### config.mk
export PLATFORM = sky130hd
export DESIGN_NAME = amst_ctrl
export DESIGN_NICKNAME = d
export VERILOG_FILES = /design/src/design/amst_pkg.sv /design/src/design/amst_phase_cnt.sv /design/src/design/amst_ctrl.sv
export VERILOG_INCLUDE_DIRS = /design/src /design/src/design
export SDC_FILE = /design/constraint.sdc
export NUM_CORES = 1
export LEC_CHECK = 0
export BUFFER_PORTS_ARGS = -buffer_cell sky130_fd_sc_hd__buf_2
export CORE_AREA = 5 5 145 147
export DETAILED_ROUTE_END_ITERATION = 12
export DIE_AREA = 0 0 150 152
export GPL_ROUTABILITY_DRIVEN = 0
export GPL_TIMING_DRIVEN = 0
export PLACE_DENSITY_LB_ADDON = 0.2
export SKIP_LAST_GASP = 1
export SLEW_MARGIN = 25
export SYNTH_ARGS = -nofsm -noshare
export SYNTH_HDL_FRONTEND = slang
export SYNTH_SLANG_ARGS = --single-unit
### constraint.sdc
create_clock -name pclk -period 7.4 [get_ports pclk]
set_input_delay 1.85 -clock pclk [delete_from_list [all_inputs] [get_ports pclk]]
set_output_delay 1.85 -clock pclk [all_outputs]
set_load 0.01 [all_outputs]
### src/design/amst_cfg.svh
// constants for the asynchronous memory strobe sequencer
// Functional notes
// - read lasts setup plus strobe plus hold
// - wait extends read by sixteen per unit
// - select leads and trails output enable
// - select-strobe mode: select tracks output enable
// - word address valid setup before enable
// - word address held hold after enable
// - bank address setup and hold around enable
// - output enable low strobe plus extension
// - enable rises four after wait release
// - write lasts setup plus strobe plus hold
// - wait extends write by sixteen per unit
// - select leads and trails write strobe
// - select-strobe mode: select tracks write strobe
// - word address valid setup before strobe
// - word address held hold after strobe
// - bank address setup and hold around strobe
// - write data driven setup before strobe
// - write data held hold after strobe
// - write strobe low strobe plus extension
// - write strobe rises four after wait
// - all phases counted in system clocks
// - wait stretching stops at programmed limit
// - all counts except the fixed sixteen-cycle extension unit and four-cycle wait sample point come from software registers
`ifndef AMST_CFG_SVH
`define AMST_CFG_SVH

`define AMST_CLK_PERIOD_NS 5
`define AMST_EXT_UNIT      8'h10
`define AMST_WAIT_SAMPLE   8'h04
`define AMST_WAIT_FULL     9'h100

`define AMST_OFF_CTRL      8'h00
`define AMST_OFF_ADDR      8'h04
`define AMST_OFF_WDATA     8'h08
`define AMST_OFF_TIMING    8'h0c
`define AMST_OFF_WAITCFG   8'h10
`define AMST_OFF_STATUS    8'h14
`define AMST_OFF_RDATA     8'h18

`define AMST_CTRL_GO       0
`define AMST_CTRL_WR       1
`define AMST_CTRL_SS       2
`define AMST_CTRL_EW       3

`define AMST_ADDR_BANK_LSB 21
`define AMST_ADDR_CS_LSB   24

`define AMST_RS_LSB        0
`define AMST_RS_W          4
`define AMST_RST_LSB       4
`define AMST_RST_W         6
`define AMST_RH_LSB        10
`define AMST_RH_W          4
`define AMST_WS_LSB        14
`define AMST_WS_W          4
`define AMST_WST_LSB       18
`define AMST_WST_W         6
`define AMST_WH_LSB        24
`define AMST_WH_W          4
`define AMST_TA_LSB        28
`define AMST_TA_W          4

`define AMST_ST_BUSY       0
`define AMST_ST_TIMEOUT    1
`define AMST_ST_DONE       2
`define AMST_ST_EWC_LSB    8

`define AMST_TIMING_RST    32'h0000_0000
`define AMST_WAITCFG_RST   8'h00
`define AMST_CTRL_RST      4'h0

`endif

### src/design/amst_pkg.sv
// types of the asynchronous memory strobe sequencer
package amst_pkg;

  typedef enum logic [2:0] {
    AMST_IDLE,
    AMST_SETUP,
    AMST_STROBE,
    AMST_EXTEND,
    AMST_HOLD,
    AMST_TURN
  } amst_phase_t;

endpackage

### src/design/amst_phase_cnt.sv
// loadable down counter timing one access phase
`timescale 1ns/1ps
module amst_phase_cnt #(
  parameter int W = 8
) (
  // clock and reset
  input  wire logic         pclk,
  input  wire logic         presetn,
  // control
  input  wire logic         load,
  input  wire logic [W-1:0] load_val,
  // state
  output logic      [W-1:0] cnt,
  output logic              last
);

  typedef struct packed {
    logic [W-1:0] cnt;
  } amst_cnt_state_t;

  amst_cnt_state_t s_r;
  amst_cnt_state_t s_nxt;

  always_comb
  begin
    s_nxt = s_r;
    if (load)
    begin
      s_nxt.cnt = load_val;
    end
    else if (s_r.cnt != '0)
    begin
      s_nxt.cnt = s_r.cnt - W'(1);
    end
  end

  always_ff @(posedge pclk or negedge presetn)
  begin
    if (!presetn)
    begin
      s_r <= '0;
    end
    else
    begin
      s_r <= s_nxt;
    end
  end

  assign cnt  = s_r.cnt;
  assign last = (s_r.cnt == W'(1));

endmodule

### src/design/amst_ctrl.sv
// asynchronous memory strobe sequencer with apb registers
`timescale 1ns/1ps
`include "amst_cfg.svh"
module amst_ctrl #(
  parameter int AW  = 21,
  parameter int BW  = 2,
  parameter int DW  = 16,
  parameter int NCS = 4
) (
  // clock and reset
  input  wire logic                 pclk,
  input  wire logic                 presetn,
  // apb slave
  input  wire logic                 psel,
  input  wire logic                 penable,
  input  wire logic                 pwrite,
  input  wire logic [7:0]           paddr,
  input  wire logic [31:0]          pwdata,
  output logic                      pready,
  output logic      [31:0]          prdata,
  output logic                      pslverr,
  // memory strobes
  output logic      [NCS-1:0]       mem_select_n,
  output logic                      mem_output_enable_n,
  output logic                      mem_write_strobe_n,
  // memory address
  output logic      [AW-1:0]        ext_word_addr,
  output logic      [BW-1:0]        ext_bank_addr,
  // memory data and wait
  input  wire logic [DW-1:0]        ext_data_bus_in,
  output logic      [DW-1:0]        ext_data_bus_out,
  output logic                      ext_data_bus_oe_n,
  input  wire logic                 ext_wait_in,
  // state
  output amst_pkg::amst_phase_t     phase
);
  import amst_pkg::*;

  ////////////////////////////////////////////////////////////////////////////
  // state

  typedef struct packed {
    amst_phase_t         phase;
    logic                is_wr;
    logic                ss_mode;
    logic                ew_mode;
    logic [31:0]         addr_reg;
    logic [DW-1:0]       wdata;
    logic [31:0]         timing;
    logic [7:0]          max_wait;
    logic [8:0]          wait_extension_count;
    logic                wait_seen;
    logic                timeout;
    logic                done;
    logic [DW-1:0]       rdata;
    logic                pready;
    logic [31:0]         prdata;
    logic                pslverr;
    logic [NCS-1:0]      cs_n;
    logic                oe_n;
    logic                we_n;
    logic [AW-1:0]       waddr;
    logic [BW-1:0]       baddr;
    logic [DW-1:0]       dout;
    logic                doe_n;
  } amst_state_t;

  amst_state_t s_r;
  amst_state_t s_nxt;

  logic       cnt_load;
  logic [7:0] cnt_val;
  logic [7:0] cnt;
  logic       cnt_last;

  ////////////////////////////////////////////////////////////////////////////
  // helpers

  function automatic logic [7:0] fld(input logic [31:0] r,
                                     input int lsb,
                                     input int w);
    logic [31:0] t;
    t = r >> lsb;
    return 8'(t & ((32'h1 << w) - 32'h1));
  endfunction

  function automatic logic [7:0] eff(input logic [7:0] v);
    return (v == 8'h0) ? 8'h1 : v;
  endfunction

  ////////////////////////////////////////////////////////////////////////////
  // phase timer

  amst_phase_cnt #(
    .W        (8)
  ) u_cnt (
    .pclk     (pclk),
    .presetn  (presetn),
    .load     (cnt_load),
    .load_val (cnt_val),
    .cnt      (cnt),
    .last     (cnt_last)
  );

  ////////////////////////////////////////////////////////////////////////////
  // next state

  always_comb
  begin
    logic [7:0]  setup_c;
    logic [7:0]  strobe_c;
    logic [7:0]  hold_c;
    logic [7:0]  turn_c;
    logic [8:0]  limit;
    logic        acc_wr;
    logic        go;
    logic        cs_on;
    setup_c  = 8'h0;
    strobe_c = 8'h0;
    hold_c   = 8'h0;
    turn_c   = 8'h0;
    limit    = 9'h0;
    acc_wr   = 1'b0;
    go       = 1'b0;
    cs_on    = 1'b0;
    s_nxt    = s_r;
    cnt_load = 1'b0;
    cnt_val  = 8'h0;

    // counts from software settings
    if (s_r.is_wr)
    begin
      setup_c  = eff(fld(s_r.timing, `AMST_WS_LSB, `AMST_WS_W));
      strobe_c = eff(fld(s_r.timing, `AMST_WST_LSB, `AMST_WST_W));
      hold_c   = eff(fld(s_r.timing, `AMST_WH_LSB, `AMST_WH_W));
    end
    else
    begin
      setup_c  = eff(fld(s_r.timing, `AMST_RS_LSB, `AMST_RS_W));
      strobe_c = eff(fld(s_r.timing, `AMST_RST_LSB, `AMST_RST_W));
      hold_c   = eff(fld(s_r.timing, `AMST_RH_LSB, `AMST_RH_W));
    end
    turn_c = fld(s_r.timing, `AMST_TA_LSB, `AMST_TA_W);
    limit  = (s_r.max_wait == 8'h0) ? `AMST_WAIT_FULL
                                    : {1'b0, s_r.max_wait};

    // apb access phase
    s_nxt.pready  = 1'b0;
    s_nxt.pslverr = 1'b0;
    acc_wr = psel && penable && pwrite && s_r.pready;
    if (psel && !penable)
    begin
      s_nxt.pready = 1'b1;
      s_nxt.prdata = 32'h0;
      unique case (paddr)
        `AMST_OFF_CTRL:
          s_nxt.prdata[3:0] = {s_r.ew_mode, s_r.ss_mode, s_r.is_wr, 1'b0};
        `AMST_OFF_ADDR:    s_nxt.prdata = s_r.addr_reg;
        `AMST_OFF_WDATA:   s_nxt.prdata[DW-1:0] = s_r.wdata;
        `AMST_OFF_TIMING:  s_nxt.prdata = s_r.timing;
        `AMST_OFF_WAITCFG: s_nxt.prdata[7:0] = s_r.max_wait;
        `AMST_OFF_STATUS:
        begin
          s_nxt.prdata[`AMST_ST_BUSY]    = (s_r.phase != AMST_IDLE);
          s_nxt.prdata[`AMST_ST_TIMEOUT] = s_r.timeout;
          s_nxt.prdata[`AMST_ST_DONE]    = s_r.done;
          s_nxt.prdata[`AMST_ST_EWC_LSB +: 9] = s_r.wait_extension_count;
        end
        `AMST_OFF_RDATA:   s_nxt.prdata[DW-1:0] = s_r.rdata;
        default:           s_nxt.pslverr = 1'b1;
      endcase
    end

    // register writes
    if (acc_wr)
    begin
      unique case (paddr)
        `AMST_OFF_CTRL:
        begin
          if (s_r.phase == AMST_IDLE)
          begin
            s_nxt.is_wr   = pwdata[`AMST_CTRL_WR];
            s_nxt.ss_mode = pwdata[`AMST_CTRL_SS];
            s_nxt.ew_mode = pwdata[`AMST_CTRL_EW];
            go            = pwdata[`AMST_CTRL_GO];
          end
        end
        `AMST_OFF_ADDR:    s_nxt.addr_reg = pwdata;
        `AMST_OFF_WDATA:   s_nxt.wdata = pwdata[DW-1:0];
        `AMST_OFF_TIMING:  s_nxt.timing = pwdata;
        `AMST_OFF_WAITCFG: s_nxt.max_wait = pwdata[7:0];
        `AMST_OFF_STATUS:
        begin
          if (pwdata[`AMST_ST_TIMEOUT])
          begin
            s_nxt.timeout = 1'b0;
          end
          if (pwdata[`AMST_ST_DONE])
          begin
            s_nxt.done = 1'b0;
          end
        end
        default: ;
      endcase
    end

    // sequencer, every phase counted in pclk cycles
    unique case (s_r.phase)
      AMST_IDLE:
      begin
        if (go)
        begin
          s_nxt.phase     = AMST_SETUP;
          s_nxt.wait_extension_count       = 9'h0;
          s_nxt.wait_seen = 1'b0;
          cnt_load        = 1'b1;
          // new access sees its own direction before the counts switch
          if (pwdata[`AMST_CTRL_WR])
          begin
            cnt_val = eff(fld(s_r.timing, `AMST_WS_LSB, `AMST_WS_W));
          end
          else
          begin
            cnt_val = eff(fld(s_r.timing, `AMST_RS_LSB, `AMST_RS_W));
          end
        end
      end
      AMST_SETUP:
      begin
        if (cnt_last)
        begin
          s_nxt.phase = AMST_STROBE;
          cnt_load    = 1'b1;
          cnt_val     = strobe_c;
        end
      end
      AMST_STROBE:
      begin
        if (cnt_last)
        begin
          cnt_load = 1'b1;
          if (s_r.ew_mode && ext_wait_in)
          begin
            s_nxt.phase     = AMST_EXTEND;
            s_nxt.wait_extension_count       = 9'h1;
            s_nxt.wait_seen = 1'b1;
            cnt_val         = `AMST_EXT_UNIT;
          end
          else
          begin
            s_nxt.phase = AMST_HOLD;
            cnt_val     = hold_c;
          end
        end
      end
      AMST_EXTEND:
      begin
        if (cnt == `AMST_WAIT_SAMPLE)
        begin
          s_nxt.wait_seen = ext_wait_in;
        end
        if (cnt_last)
        begin
          cnt_load = 1'b1;
          if (s_r.wait_seen && (s_r.wait_extension_count < limit))
          begin
            s_nxt.wait_extension_count = s_r.wait_extension_count + 9'h1;
            cnt_val   = `AMST_EXT_UNIT;
          end
          else
          begin
            if (s_r.wait_seen)
            begin
              s_nxt.timeout = 1'b1;
            end
            s_nxt.phase = AMST_HOLD;
            cnt_val     = hold_c;
          end
        end
      end
      AMST_HOLD:
      begin
        if (cnt_last)
        begin
          s_nxt.done = 1'b1;
          if (turn_c != 8'h0)
          begin
            s_nxt.phase = AMST_TURN;
            cnt_load    = 1'b1;
            cnt_val     = turn_c;
          end
          else
          begin
            s_nxt.phase = AMST_IDLE;
          end
        end
      end
      AMST_TURN:
      begin
        if (cnt_last)
        begin
          s_nxt.phase = AMST_IDLE;
        end
      end
    endcase

    // read data taken on the last strobe or extension cycle
    if (!s_r.is_wr && (s_nxt.phase == AMST_HOLD)
        && (s_r.phase != AMST_HOLD))
    begin
      s_nxt.rdata = ext_data_bus_in;
    end

    // pins follow the coming phase so they leave flip-flops in step
    unique case (s_nxt.phase)
      AMST_SETUP, AMST_HOLD: cs_on = !s_nxt.ss_mode;
      AMST_STROBE, AMST_EXTEND: cs_on = 1'b1;
      default: cs_on = 1'b0;
    endcase
    s_nxt.cs_n = '1;
    if (cs_on)
    begin
      s_nxt.cs_n[s_nxt.addr_reg[`AMST_ADDR_CS_LSB +: 2]] = 1'b0;
    end
    s_nxt.oe_n = !(!s_nxt.is_wr && ((s_nxt.phase == AMST_STROBE)
                   || (s_nxt.phase == AMST_EXTEND)));
    s_nxt.we_n = !(s_nxt.is_wr && ((s_nxt.phase == AMST_STROBE)
                   || (s_nxt.phase == AMST_EXTEND)));
    if (s_r.phase == AMST_IDLE && s_nxt.phase == AMST_SETUP)
    begin
      // address and bank stand from setup start through hold end
      s_nxt.waddr = s_nxt.addr_reg[AW-1:0];
      s_nxt.baddr = s_nxt.addr_reg[`AMST_ADDR_BANK_LSB +: BW];
      s_nxt.dout  = s_nxt.wdata;
    end
    s_nxt.doe_n = !(s_nxt.is_wr && (s_nxt.phase != AMST_IDLE)
                    && (s_nxt.phase != AMST_TURN));
  end

  ////////////////////////////////////////////////////////////////////////////
  // registers

  always_ff @(posedge pclk or negedge presetn)
  begin
    if (!presetn)
    begin
      s_r          <= '0;
      s_r.phase    <= AMST_IDLE;
      s_r.timing   <= `AMST_TIMING_RST;
      s_r.max_wait <= `AMST_WAITCFG_RST;
      s_r.cs_n     <= '1;
      s_r.oe_n     <= 1'b1;
      s_r.we_n     <= 1'b1;
      s_r.doe_n    <= 1'b1;
    end
    else
    begin
      s_r <= s_nxt;
    end
  end

  ////////////////////////////////////////////////////////////////////////////
  // outputs

  assign pready              = s_r.pready;
  assign prdata              = s_r.prdata;
  assign pslverr             = s_r.pslverr;
  assign mem_select_n        = s_r.cs_n;
  assign mem_output_enable_n = s_r.oe_n;
  assign mem_write_strobe_n  = s_r.we_n;
  assign ext_word_addr       = s_r.waddr;
  assign ext_bank_addr       = s_r.baddr;
  assign ext_data_bus_out    = s_r.dout;
  assign ext_data_bus_oe_n   = s_r.doe_n;
  assign phase               = s_r.phase;

endmodule

==> run metrics <==
type of the tightest min-delay check reg2reg; Fin. Hold Viols 0; sw frac 0.216; worst-path fanout max 10; Post-CTS Resized 0; die width 150 um; vias in the first global route 8229; startpoint types input pin; Int Power 0.00199 W; ant diodes 0; Cell Rows 52; clock sinks 210; min cycle time layout 4420 ps; Power Total 0.00253 W; Die ar. 22800 um^2; CTS buffer count 24; post-DR wirelength/cell 19.3 um; Flop pwr share 0.459; Most used DFF post-synth dfrtp_1; worst path cell trace buf_2 -> nor4_1 -> nand3_1 -> nor3_1 -> buf_2 -> mux2_2 -> nand2_1 -> nand2_1; largest net degree at the start of global routing 84; Finished Layout Cells 1438; placed cell count 1394; TritonCTS clock tree built; Vias 7997; final period utilization 0.597; Syn. warnings 0; most common cell after layout, fill and taps aside dfrtp_1; Max-slew headroom 0.322; Async SR Flop Fraction 1.00; Max Fclk 226 MHz; PwrDens 202 nW/um^2; share of post-route cells with drive strength above 1 0.356; Slew Viols, Final 0; detailed-route DRC error count 0; CP Class in2reg; Post-DP HPWL 20500 um; clk_skew 10.3 ps; Max Root-Sink Buffers 3; fillcell total 1638; Cell Area, Synth 10500 um^2; Comb pwr share 0.036; final setup TNS 0 ps; Post-Syn Nets 1052; status finished clean; Clk pwr share 0.506; Final Setup Violations 0; first-pass GRT wire length 44700 um; Psw 0.000546 W; MaxCap Viol Count 0; slowest CP cell nor3_1; number of I/O pins 145; flop2flop setup slack 4030 ps; final wirelength 27800 um; grt total ovfl 0; CP Capture Type flip-flop; Root Buffer clkbuf_16; commonest cells after routing, fill and taps aside 203 x dfrtp_1, 169 x nand2_1, 146 x buf_2, 103 x mux2_2, 79 x buf_4; post-synthesis sequential area ratio 0.501; slowest stage delay, CP 790 ps; RSZ-0062 raised after global routing no; Tot GR Track Use 0.246; DR iter-0 viols 497; Mean Syn Cell Area 10.7 um^2; Worst VDD drop 0.147 mV; port buffer count 144; Core ar. 19800 um^2; clk slew on worst S/H paths 60 ps; post-CTS setup buffer count 0; CTS Hold Bufs 0; Mapped Cells 978; First-pass DRT Iterations 5; synthesized flop and latch total 210; Vias/cell 5.56; Final ANT Viol Nets 0; H-tree lvl count 1; Worst Tran Pin Value 1010 ps; antenna violations before repair 2; synth unique cells 75; Arr. time, crit path 4820 ps; P&R area growth vs syn 19.1%; number of synthesized flops with an enable pin 0; fin nets 1224; Die H 152 um; Worst EP required 7800 ps; Worst-Skew Late Latency 510 ps; Pleak 6.40 nW; initial core utilization 0.531
## worst max-delay path, delay by kind of cell
kind | cells | cell delay [ps]
buf+inv | 2 | 540
mux | 1 | 430
simple gates | 5 | 2000
## area by class of cell
| cell class | count | area, um^2 | area share |
|---|---|---|---|
| Sequential cell | 210 | 5260 | 0.421 |
| Timing Repair Buffer | 146 | 786 | 0.0628 |
| Buffer | 128 | 847 | 0.0677 |
| Inverter | 16 | 60.1 | 0.00480 |
| Clock buffer | 31 | 687 | 0.0549 |
| Tap cell | 270 | 338 | 0.0270 |
| Clock inverter | 13 | 186 | 0.0149 |
| Multi-Input combinational cell | 624 | 4340 | 0.347 |
## cell families (layout without fill, tap and decap cells)
| group | Yosys count | count (layout) | share of synthesized area |
|---|---|---|---|
| simple gates | 301 | 301 | 0.134 |
| xor+xnor | 10 | 10 | 0.00834 |
| mux | 155 | 155 | 0.165 |
| compound gates | 146 | 146 | 0.0910 |
| flops | 210 | 210 | 0.501 |
| buf+inv | 144 | 334 | 0.0864 |
| fa+ha+maj | 12 | 12 | 0.0143 |
## layer usage
| metal | global-route usage | vias up | routed length, um |
|---|---|---|---|
| li1 | - | 3695 | - |
| met1 | 0.339 | 3957 | 11900 |
| met2 | 0.400 | 284 | 13300 |
| met3 | 0.0420 | 57 | 1800 |
| met4 | 0.0732 | 4 | 793 |
| met5 | 0 | - | 27 |
## final timing paths
path                                                  to  cells past startpoint                           from
min                        ext_word_addr[10]$_DFFE_PN0P_                      2  ext_word_addr[10]$_DFFE_PN0P_
min reg2reg                ext_word_addr[10]$_DFFE_PN0P_                      2  ext_word_addr[10]$_DFFE_PN0P_
max in group asynchronous   ext_word_addr[4]$_DFFE_PN0P_                      3                        presetn
min in group asynchronous             phase[1]$_DFF_PN0_                      1                        presetn
max reg2reg                          s_r[95]$_DFFE_PN0P_                     12           s_r[111]$_DFFE_PN0P_
max                         ext_word_addr[2]$_DFFE_PN0P_                      8                       paddr[4]
## cell usage after synthesis (20+ instances only)
| cell type | count | area, um^2 |
|---|---|---|
| buf_4 | 79 | 593 |
| clkbuf_1 | 31 | 116 |
| nor2_1 | 36 | 135 |
| nor3_1 | 20 | 100 |
| mux2_2 | 103 | 1160 |
| nand2_1 | 169 | 634 |
| mux2i_1 | 42 | 420 |
| o21ai_0 | 47 | 235 |
| dfrtp_1 | 203 | 5080 |
| a21oi_1 | 32 | 160 |
## sequential cells by signal, indices dropped and copies added, names as in the netlist
name / flops
ext_bank_addr: 2
prdata: 32
s_r: 119
pready: 1
ext_data_bus_oe_n: 1
u_cnt.cnt: 8
phase: 3
ext_data_bus_out: 16
mem_output_enable_n: 1
pslverr: 1
ext_word_addr: 21
mem_write_strobe_n: 1
mem_select_n: 4
## metrics by stage
step | worst slack (ps) | hold slack, ps | utilization | cell area [um^2]
final | 2980 | 466 | 0.633 | 12500
after global routing | 2850 | 484 | 0.633 | 12500
after CTS | 3060 | 471 | 0.632 | 12500
after detailed placement | 2490 | 457 | 0.588 | 11600
after global placement | 889 | 453 | 0.585 | 11600
after floorplan | 3320 | 440 | - | 10500
## power by group through the flow
stage | combinational (W) | sequential, W | clock (W)
4_1_cts | 0.0000912 | 0.00116 | 0.00130
6_report | 0.0000902 | 0.00116 | 0.00128
3_3_place_gp | 0.0000856 | 0.00118 | 0
2_1_floorplan | 0.0000284 | 0.00118 | 0
3_5_place_dp | 0.0000910 | 0.00118 | 0
5_1_grt | 0.0000998 | 0.00116 | 0.00135
Note: power is estimated with default switching activity, not from simulation.
